`src/verilog/acsb_defines.svh`:
```
// Register offsets, field positions, reset values and counts of the sequence buffer control.
`ifndef ACSB_DEFINES_SVH
`define ACSB_DEFINES_SVH
// ----------------------------------------
// Register offsets (word index on the plain port)
// ----------------------------------------
`define ACSB_OFF_CTRL2      4'h0
`define ACSB_OFF_STATUS     4'h1
`define ACSB_OFF_MASK       4'h2
`define ACSB_OFF_STATE      4'h3
`define ACSB_OFF_BUFDATA    4'h4
// ----------------------------------------
// Control register two field positions
// ----------------------------------------
`define ACSB_POS_ALT        0
`define ACSB_POS_FILLMODE   1
`define ACSB_POS_NSAMP_LO   2
`define ACSB_POS_NSAMP_HI   6
`define ACSB_POS_FILLSTAT   7
`define ACSB_POS_SCAN       10
`define ACSB_POS_PLACE      11
`define ACSB_POS_CAL        12
`define ACSB_POS_NEGREF     13
`define ACSB_POS_POSREF_LO  14
`define ACSB_POS_POSREF_HI  15
// Writable bits: all but 9..8 and the hardware-owned fill-status bit 7.
`define ACSB_CTRL2_WMASK    16'hFC7F
`define ACSB_CTRL2_RESET    16'h0000
// ----------------------------------------
// Status and mask bits
// ----------------------------------------
`define ACSB_IRQ_CONV       0
`define ACSB_IRQ_HALF       1
`define ACSB_IRQ_OVF        2
`define ACSB_IRQ_RESET      3'h0
`define ACSB_BUF_DEPTH      16
`endif

```
`src/verilog/acsb_pkg.sv`:
```
// Types shared by the sequence buffer control.
`default_nettype none
package acsb_pkg;
   // Which input-select set the multiplexer uses.
   typedef enum logic [1:0] {
      ACSB_SET_A = 2'b01,
      ACSB_SET_B = 2'b10
   } acsb_set_t;
endpackage : acsb_pkg
`default_nettype wire

```
`src/verilog/acsb_result_mem.sv`:
```
// Result buffer memory with registered read data.
`default_nettype none
module acsb_result_mem #(
   parameter int WIDTH = 12,
   parameter int DEPTH = 16
) (
   input  wire logic                     clk,
   input  wire logic                     wrEn,
   input  wire logic [$clog2(DEPTH)-1:0] wrAddr,
   input  wire logic [WIDTH-1:0]         wrData,
   input  wire logic [$clog2(DEPTH)-1:0] rdAddr,
   output logic      [WIDTH-1:0]         rdData
);
   // Storage array, no reset needed for data.
   logic [WIDTH-1:0] mem [DEPTH];

   // Write port.
   always_ff @(posedge clk) begin
      if (wrEn) begin
         mem[wrAddr] <= wrData;
      end
   end

   // Registered read port.
   always_ff @(posedge clk) begin
      rdData <= mem[rdAddr];
   end
endmodule : acsb_result_mem
`default_nettype wire

```
`src/verilog/acsb_seq_ctrl.sv`:
```
// Sequence and result buffer control of the successive-approximation converter.
//
// Notes on behaviour
// - Alternate set on: A, then B, alternating.
// - Alternate set off: always use set A.
// - Fill mode and status only when placement off.
// - Fill status meaningful only in split mode.
`include "acsb_defines.svh"
`default_nettype none
module acsb_seq_ctrl #(
   parameter int DATA_W = 12,
   parameter int DEPTH  = `ACSB_BUF_DEPTH
) (
   input  wire logic              core_clk,
   input  wire logic              arst_n,
   // Register port.
   input  wire logic [3:0]        regAddr,
   input  wire logic [15:0]       regWdata,
   input  wire logic              regWr,
   input  wire logic              regRd,
   output logic      [15:0]       regRdata,
   // Converter side.
   input  wire logic              sampleStart,
   input  wire logic              convDone,
   input  wire logic [DATA_W-1:0] convResult,
   input  wire logic [3:0]        convChannel,
   output logic      [1:0]        inputSetSel,
   output logic                   irq
);
   // ----------------------------------------
   // Elaboration checks
   // ----------------------------------------
   // The read index, channel number and register map all assume sixteen words.
   if (DEPTH != 16 || DATA_W < 1 || DATA_W > 16) begin : g_bad_params
      $error("Unsupported depth or width.");
   end

   localparam int AW = $clog2(DEPTH);

   // ----------------------------------------
   // Registers
   // ----------------------------------------
   logic [15:0]       ctrl2;         // Control register two, software part.
   logic              fillStatus;    // Which half is being filled.
   logic [2:0]        irqStatus;     // Sticky event bits.
   logic [2:0]        irqMask;       // Interrupt enables.
   logic              useSetB;       // Next sample takes set B.
   logic [4:0]        sampleCount;   // Conversions since the last interrupt.
   logic [AW-1:0]     wrPtr;         // Next write location in the buffer.
   logic [AW-1:0]     rdIndex;       // Location selected for reading.
   logic [DATA_W-1:0] memRdData;     // Registered buffer read data.
   logic              convEvent;     // Interrupt point reached.

   // Field decodes.
   wire logic       altSel        = ctrl2[`ACSB_POS_ALT];
   wire logic       placeEn       = ctrl2[`ACSB_POS_PLACE];
   wire logic [4:0] samplesPerIrq = ctrl2[`ACSB_POS_NSAMP_HI:`ACSB_POS_NSAMP_LO];
   // Split mode holds only while placement is off.
   wire logic       splitMode     = ctrl2[`ACSB_POS_FILLMODE] & ~placeEn;
   wire logic       regWrCtrl     = regWr && (regAddr == `ACSB_OFF_CTRL2);

   assign convEvent = convDone && (sampleCount == samplesPerIrq);

   // ----------------------------------------
   // Software-writable control register
   // ----------------------------------------
   // Only writable bits are stored; fill status is owned by hardware.
   always_ff @(posedge core_clk or negedge arst_n) begin
      if (!arst_n) begin
         ctrl2 <= `ACSB_CTRL2_RESET;
      end else if (regWrCtrl) begin
         ctrl2 <= regWdata & `ACSB_CTRL2_WMASK;
      end
   end

   // ----------------------------------------
   // Input-select sequencing
   // ----------------------------------------
   // Each sample start advances the set when alternation is on.
   always_ff @(posedge core_clk or negedge arst_n) begin
      if (!arst_n) begin
         useSetB <= 1'b0;
      end else if (regWrCtrl) begin
         useSetB <= 1'b0; // Restart the sequence on set A.
      end else if (sampleStart) begin
         if (altSel) begin
            useSetB <= ~useSetB;
         end else begin
            useSetB <= 1'b0;
         end
      end
   end

   // Drive the select set for the sample in progress.
   always_ff @(posedge core_clk or negedge arst_n) begin
      if (!arst_n) begin
         inputSetSel <= acsb_pkg::ACSB_SET_A;
      end else if (sampleStart) begin
         if (altSel && useSetB) begin
            inputSetSel <= acsb_pkg::ACSB_SET_B;
         end else begin
            inputSetSel <= acsb_pkg::ACSB_SET_A;
         end
      end
   end

   // ----------------------------------------
   // Sample counting and fill-status
   // ----------------------------------------
   // Counts conversions up to the programmed interrupt point.
   always_ff @(posedge core_clk or negedge arst_n) begin
      if (!arst_n) begin
         sampleCount <= 5'h00;
      end else if (regWrCtrl) begin
         sampleCount <= 5'h00;
      end else if (convDone) begin
         sampleCount <= convEvent ? 5'h00 : 5'(sampleCount + 5'h01);
      end
   end

   // Fill status toggles at each interrupt in split mode only.
   always_ff @(posedge core_clk or negedge arst_n) begin
      if (!arst_n) begin
         fillStatus <= 1'b0;
      end else if (!splitMode) begin
         fillStatus <= 1'b0;
      end else if (convEvent) begin
         fillStatus <= ~fillStatus;
      end
   end

   // Write pointer: placement by channel, or FIFO from start or half.
   always_ff @(posedge core_clk or negedge arst_n) begin
      if (!arst_n) begin
         wrPtr <= '0;
      end else if (regWrCtrl) begin
         wrPtr <= '0;
      end else if (convDone) begin
         if (convEvent) begin
            // Split mode starts the next group in the other half.
            wrPtr <= (splitMode && !fillStatus) ? AW'(DEPTH / 2) : '0;
         end else begin
            wrPtr <= AW'(wrPtr + 1'b1);
         end
      end
   end

   wire logic [AW-1:0] memWrAddr = placeEn ? AW'(convChannel) : wrPtr;
   // A new read index is passed straight to the memory, so a data read right
   // after the index write already sees the newly selected word.
   wire logic [AW-1:0] memRdAddr = (regWr && regAddr == `ACSB_OFF_STATE) ? regWdata[AW-1:0] : rdIndex;

   acsb_result_mem #(
      .WIDTH (DATA_W),
      .DEPTH (DEPTH)
   ) acsb_result_mem_i (
      .clk    (core_clk),
      .wrEn   (convDone),
      .wrAddr (memWrAddr),
      .wrData (convResult),
      .rdAddr (memRdAddr),
      .rdData (memRdData)
   );

   // ----------------------------------------
   // Interrupt status and mask
   // ----------------------------------------
   // Sticky events; a new event wins over a write-one clear.
   always_ff @(posedge core_clk or negedge arst_n) begin
      if (!arst_n) begin
         irqStatus <= `ACSB_IRQ_RESET;
      end else begin
         irqStatus <= (irqStatus & ~((regWr && regAddr == `ACSB_OFF_STATUS) ? regWdata[2:0] : 3'h0))
                      | {convDone && !convEvent && wrPtr == AW'(DEPTH - 1) && !placeEn,
                         convEvent && splitMode,
                         convEvent};
      end
   end

   // Mask register.
   always_ff @(posedge core_clk or negedge arst_n) begin
      if (!arst_n) begin
         irqMask <= `ACSB_IRQ_RESET;
      end else if (regWr && regAddr == `ACSB_OFF_MASK) begin
         irqMask <= regWdata[2:0];
      end
   end

   // Level interrupt output from a flip-flop.
   always_ff @(posedge core_clk or negedge arst_n) begin
      if (!arst_n) begin
         irq <= 1'b0;
      end else begin
         irq <= |(irqStatus & irqMask);
      end
   end

   // ----------------------------------------
   // Register reads
   // ----------------------------------------
   // Buffer index register selects the word read at the data offset.
   always_ff @(posedge core_clk or negedge arst_n) begin
      if (!arst_n) begin
         rdIndex <= '0;
      end else if (regWr && regAddr == `ACSB_OFF_STATE) begin
         rdIndex <= regWdata[AW-1:0];
      end
   end

   // Capture register reads straight into the output flop at the read strobe.
   // The value stands from the cycle after the strobe until the next read.
   // Unmapped offsets read zero.
   always_ff @(posedge core_clk or negedge arst_n) begin
      if (!arst_n) begin
         regRdata <= 16'h0000;
      end else if (regRd) begin
         unique case (regAddr)
            `ACSB_OFF_CTRL2:   regRdata <= ctrl2 | (16'(fillStatus) << `ACSB_POS_FILLSTAT);
            `ACSB_OFF_STATUS:  regRdata <= {13'h0000, irqStatus};
            `ACSB_OFF_MASK:    regRdata <= {13'h0000, irqMask};
            `ACSB_OFF_STATE:   regRdata <= {8'h00, sampleCount, useSetB, 2'h0} | (16'(rdIndex) << 8);
            `ACSB_OFF_BUFDATA: regRdata <= 16'(memRdData); // Word at the read index.
            default:           regRdata <= 16'h0000;
         endcase
      end
   end
endmodule : acsb_seq_ctrl
`default_nettype wire

```
`config.mk`:
```
export PLATFORM = sky130hd
export DESIGN_NAME = acsb_seq_ctrl
export DESIGN_NICKNAME = d
export VERILOG_FILES = /design/src/verilog/acsb_pkg.sv /design/src/verilog/acsb_result_mem.sv /design/src/verilog/acsb_seq_ctrl.sv
export VERILOG_INCLUDE_DIRS = /design/src /design/src/verilog
export SDC_FILE = /design/constraint.sdc
export NUM_CORES = 1
export LEC_CHECK = 0
export BUFFER_PORTS_ARGS = -buffer_cell sky130_fd_sc_hd__buf_2
export CORE_ASPECT_RATIO = 2
export CORE_MARGIN = 10
export CORE_UTILIZATION = 38
export CTS_CLUSTER_SIZE = 16
export DETAILED_ROUTE_END_ITERATION = 10
export PLACE_DENSITY = 0.56
export SLEW_MARGIN = 10
export SYNTH_ARGS = -nofsm -noshare
export SYNTH_HDL_FRONTEND = slang
export SYNTH_SLANG_ARGS = --single-unit
```
`constraint.sdc`:
```
create_clock -name core_clk -period 4.05 [get_ports core_clk]
set_input_delay 0.2025 -clock core_clk [delete_from_list [all_inputs] [get_ports core_clk]]
set_output_delay 0.2025 -clock core_clk [all_outputs]
set_load 0.01 [all_outputs]
```
* Yosys cells after proc, flatten, opt, wreduce, memory -nomap -nowiden
Memories as Yosys holds them, arrays and structs flattened. A register that Yosys moved wholly into a read port is not among the register bits.
Index checks and enable logic that the tools add are counted.
** Cells by class
- Reduce and logical (&&, ||, !) cells :: 18
- Multiplexer cells :: 19
- Add/subtract/negate cells :: 2
- Eq/ne operators :: 7
- Bitwise logic cells :: 10
** Operator list (count)
- $pmux W16 S5 :: 1
- $mux W4 :: 6
- $or A16 B8 Y16 :: 1
- $mux W5 :: 3
- $or A8 B12 Y12 :: 1
- $logic_and A1 B1 Y1 :: 11
- $eq A4 B2 Y1 const B :: 2
- $mux W1 :: 7
- $and A3 B3 Y3 :: 2
- $add A5 B1 Y5 const B :: 1
- $eq A5 B5 Y1 :: 1
- $add A4 B1 Y4 const B :: 1
- $eq A4 B1 Y1 const B :: 1
- $eq A4 B3 Y1 const B :: 1
- $eq A4 B4 Y1 const B :: 1
- $logic_not A4 Y1 :: 1
- $reduce_bool A2 Y1 :: 2
- $logic_not A1 Y1 :: 3
- $mux W3 :: 1
- $not A1 Y1 :: 3
- $not A3 Y3 :: 1
- $or A3 B3 Y3 :: 1
- $reduce_or A3 Y1 :: 1
- $mux W2 :: 1
- other kinds (2) :: 2
** Storage, ports and cells
- Output and inout bits :: 19
- Input bits :: 42
- Bits in registers :: 53
- Memories :: 1
- Memory bits (writable) :: 192
** Memory list
- acsb_result_mem_i.mem :: depth 16, bits a word 12, rd ports 1, clocked after Yosys merged registers in 1, wr ports 1, RTL line acsb_result_mem.sv:15 : logic [WIDTH-1:0] mem [DEPTH];

* Depth between registers and ports, before layout
- Depth in word-level cells :: 7
- Gate-level depth with buffers :: 9

* Modules after synthesis
From an unflattened synthesis, not the netlist that was laid out.
** Second synthesis, totals
- Cell total of the unflattened synthesis :: 599
- Area, all modules :: 10211.0 um^2
** By module, submodules not included
- acsb_result_mem :: cells an instance 329, seq. area each 6005.8 um^2, area an instance 7599.8 um^2, instances 1
- acsb_seq_ctrl :: cells an instance 270, seq. area each 1327.5 um^2, area an instance 2611.3 um^2, instances 1

* Least setup slack after synthesis
Ideal clock, no wire load.
- Path type :: input to register
- Start :: input port regAddr[1]
- End :: register acsb_result_mem_i.rdData[8], read port of acsb_result_mem_i.mem
- Slack :: 2.136 ns
- Setup time :: 0.134 ns
- Buffers on the path :: 3
- Arrival :: 1.780 ns
- Stages on the path :: 8
- Cell sequence :: buf_4 -> and2_1 -> buf_6 -> nand2_2 -> mux2i_1 -> buf_2 -> o22ai_1 -> or4_1
** Between the ends
- Word-level cells in the longest chain between the ends :: 3
** RTL lines
- start, declared :: RTL line acsb_seq_ctrl.sv:17 : input wire logic [3:0] regAddr,
- $eq A4 B2 Y1
- $logic_and A1 B1 Y1 (no line)
- $mux W4 :: RTL line acsb_seq_ctrl.sv:151 : wire logic [AW-1:0] memRdAddr = (regWr && regAddr == `ACSB_OFF_STATE) ? regWdata[AW-1:0] : rdIndex;
- end, declared :: RTL line acsb_result_mem.sv:12 : output logic [WIDTH-1:0] rdData
Every way passes these cells.
A chain may end at the register's enable or synchronous reset.

* Worst setup path in the final report
- Start :: register rdIndex[1]
- End :: register acsb_result_mem_i.rdData[8], read port of acsb_result_mem_i.mem
** Between the ends
- Word-level cells in the longest chain between the ends :: 1
** RTL lines
- start, declared :: RTL line acsb_seq_ctrl.sv:50 : logic [AW-1:0] rdIndex;
- start signal, assigned :: RTL line acsb_seq_ctrl.sv:206 : rdIndex <= regWdata[AW-1:0];
- $mux W4 :: RTL line acsb_seq_ctrl.sv:151
Every way passes these cells.

==> impl_metrics.py <==
metrics = {
    "worst_setup_path": {
        "cp_data_required_time_ps": 4460,
        "slowest_delay_ps": 1050,
        "cp_slowest_cell": "dfrtp_4",
        "crit_path_end_kind": "flop",
        "cp_cell_sequence": "buf_12 -> nand2b_1 -> a22oi_1 -> nor2_1 -> o22ai_1 -> or4_1",
        "crit_type": "reg -> reg",
        "crit_arrival_ps": 3210,
        "critPathMaxFanout": 111,
        "start_kind": "flop",
    },
    "power_and_ir_drop": {
        "p_sw_share_pct": 30.7,
        "seqPwrFrac_pct": 48.3,
        "switchingPower_w": 0.00220,
        "ir_worst_vdd_v": 0.000331,
        "combPwrFrac_pct": 20.0,
        "pwr-share-clk_pct": 31.7,
        "cell_internal_pwr_w": 0.00496,
        "leakagePower_nw": 5.46,
        "power_density_nw_per_um2": 478,
    },
    "routing": {
        "routed-via-count": 10400,
        "drt_wl_total_microns": 39800,
        "ant_nets": 0,
        "wire_per_inst_microns": 21.7,
        "routed_via_density": 5.70,
        "drtIter0Drc": 898,
        "dr.pass1.iters": 5,
        "drcViolationCount": 0,
    },
    "cells_and_area": {
        "seq_area_sq_um": 7340,
        "multiInputGateArea_sq_um": 5500,
        "fin_nets": 1414,
        "drive_gt1_share_pct": 11.2,
        "area_delta_synth_final_pct": 11.7,
        "n_antenna_cell": 0,
        "nFillCells": 3321,
        "final_area_sq_um": 15000,
    },
    "clock_tree": {
        "cts-buffers-inserted": 25,
        "worstSkewPairLatency_ps": 540,
        "cts_tree": "done",
        "cts.sinks": 257,
        "ctsLongestPathBuffers": 3,
        "path_clk_slew_ps": 70,
        "htreeDepth": 1,
        "cts-root-buf": "clkbuf_16",
    },
    "synthesis": {
        "netlist_instances": 1352,
        "yosysSeqAreaShare_pct": 54.7,
        "synth-seq-cells": 257,
        "synth-main-ff-cell": "edfxtp_1",
        "ys_types": 56,
        "syn_avg_cell_area_sq_um": 9.92,
        "async_flop_share_pct": 20.6,
        "synth_warnings": 0,
        "synth_edf_count": 192,
        "synth_area_sq_um": 13400,
        "syn_nets": 1396,
    },
    "place": {
        "port_buffers": 57,
        "placed_cell_area_sq_um": 14100,
        "dp_hpwl_microns": 24200,
        "place.gp.congestion": 0.806,
    },
    "sta": {
        "relSlewSlack_pct": 24.6,
        "min_period_ps": 2800,
        "timing.final.crit_share_pct": 69.2,
        "worst_pin_slew_ps": 1130,
        "setup_viol": 0,
        "hold_viol_final": 0,
        "rsz0062_at_grt": "no",
        "fin_setup_tns_ps": 0,
        "fin_worst_skew_ps": 18.1,
        "drv_slew": 0,
        "max_freq_mhz": 357,
    },
    "floorplan": {
        "start_util_pct": 38.4,
        "die-area_sq_um": 43700,
        "dieWidth_microns": 153,
        "io_pins": 61,
        "dieHeight_microns": 286,
        "fp-row-count": 97,
        "core_sq_um": 35000,
    },
    "global_route": {
        "grt_pass1_wl_microns": 61400,
        "first_global_vias": 10400,
        "antenna_found_initial": 2,
        "grt_usage_pct": 17.7,
        "grt_max_degree": 134,
        "overflow": 0,
    },
    "status": {
        "outcome": "complete, no violations",
    },
    "hold_path": {
        "holdCritPathClass": "in -> reg",
    },
    "run": {
        "maxCapViolations": 0,
    },
}
-- routing by layer --
metal  vias to the layer above  GRT usage (%)  share of wire, %
met5                         -              0                 0
met4                         0           8.33               4.5
met3                        89           2.06               3.8
met2                       247           33.4                53
met1                      5203           18.9                38
li1                       4903              -                 -
-- power by group through the flow --
stage	clock (W)	combinational [W]	sequential [W]
final	0.00227	0.00143	0.00345
after global routing	0.00241	0.00159	0.00350
after CTS	0.00232	0.00144	0.00346
after detailed placement	0	0.00142	0.00352
after global placement	0	0.00139	0.00350
after floorplan	0	0.00103	0.00333
-- cell usage after synthesis (2+ instances only) --
cell type  count  share of area, %
mux2_2         7              0.59
nand3_1       13              0.49
nor2_1       123               3.4
clkbuf_1      73               2.0
ha_1           2              0.19
a32o_1         3              0.22
a41oi_2        2              0.24
nor3b_1        3              0.17
mux2i_1        2              0.15
nand2_1      251               7.0
nand2b_1     194               9.1
o21ai_0       18              0.67
dfrtp_1       52               9.7
or4_1         12              0.67
a222oi_1      10              0.75
a22o_1         4              0.26
xor2_1         6              0.39
dfxtp_1       12               1.8
inv_1         24              0.67
a22oi_1       98               5.5
a31oi_1        7              0.33
and2_1         3              0.14
and3_1         4              0.19
buf_1          3             0.084
a21oi_1        5              0.19
a211oi_1      98               5.5
buf_4          6              0.34
nor2b_1        2             0.093
buf_6          3              0.25
nand3b_1       4              0.22
o22ai_1       60               2.8
nor4_1         2             0.093
edfxtp_1     192                43
nor3_1         6              0.22
buf_2         27               1.0
-- sequential cells by signal, summed over array words and instances, names as in the netlist --
register	cells
acsb_result_mem_i.mem	192
regRdata	16
ctrl2	13
acsb_result_mem_i.rdData	12
sampleCount	5
rdIndex	4
wrPtr	4
irqMask	3
irqStatus	3
inputSetSel	2
fillStatus	1
irq	1
useSetB	1
-- logic make-up after synthesis --
family | after synthesis | synth area share (%)
mux | 9 | 0.737
buf+inv | 137 | 4.42
simple gates | 625 | 22.4
xor+xnor | 7 | 0.457
fa+ha+maj | 2 | 0.187
flops | 257 | 54.7
compound gates | 315 | 17.1
-- metrics by stage --
stage	std cells	hold WS, ps	utilization (%)	total power, W	setup slack (ps)
after floorplan	1352	-93.1	-	0.00436	2140
after global placement	1777	367	40.3	0.00490	1160
after detailed placement	1777	376	40.3	0.00494	1190
after CTS	1833	0.248	42.8	0.00722	1290
after global routing	1833	19.9	42.8	0.00750	1120
final	1833	25.0	42.8	0.00716	1250
-- cell type report --
class	count	area share, %
Inverter	25	0.627
Sequential cell	257	49.0
Timing Repair Buffer	103	4.75
Clock buffer	30	4.47
Tap cell	445	3.72
Clock inverter	15	0.719
Multi-Input combinational cell	958	36.7
-- worst paths after layout --
check | start | endpoint | slack, ps | cells after the start
setup / recovery | rdIndex[1] | acsb_result_mem_i.rdData[8] | 1250 | 6
hold / removal | convDone | wrPtr[3] | 20 | 3
setup reg to reg | rdIndex[1] | acsb_result_mem_i.rdData[8] | 1250 | 6
hold reg to reg | ctrl2[13] | ctrl2[13] | 480 | 2
max in group asynchronous | arst_n | rdIndex[1] | 3170 | 3
min in group asynchronous | arst_n | sampleCount[4] | 320 | 3
-- worst max-delay path, delay by kind of cell, from the launching register on --
family / cells / cell delay, ps
AOI/OAI and AO/OA: 2 / 180
and+or+nand+nor: 3 / 940
DFF: 1 / 1050
buffers and inverters: 1 / 320
-- placed cells by master (no fill, tap or decap), drive strengths merged, types with 10 or more instances in the layout --
cell type / count
nand3: 13
clkbuf: 30
nand2b: 194
nor2: 124
edfxtp: 192
or4: 12
nand2: 252
dlygate4sd3: 11
dfrtp: 52
a222oi: 10
buf: 92
inv: 26
a211oi: 99
o22ai: 60
clkinv: 12
dfxtp: 12
a22oi: 98
o21ai: 18
-- repair_timing --
item                                   in CTS  in global routing
hold buffers                               11                  0
buffers inserted                            0                  0
resized for setup                           0                  0
endpoints found under the hold margin      64                  0
Power figures use the tool's default switching activity.
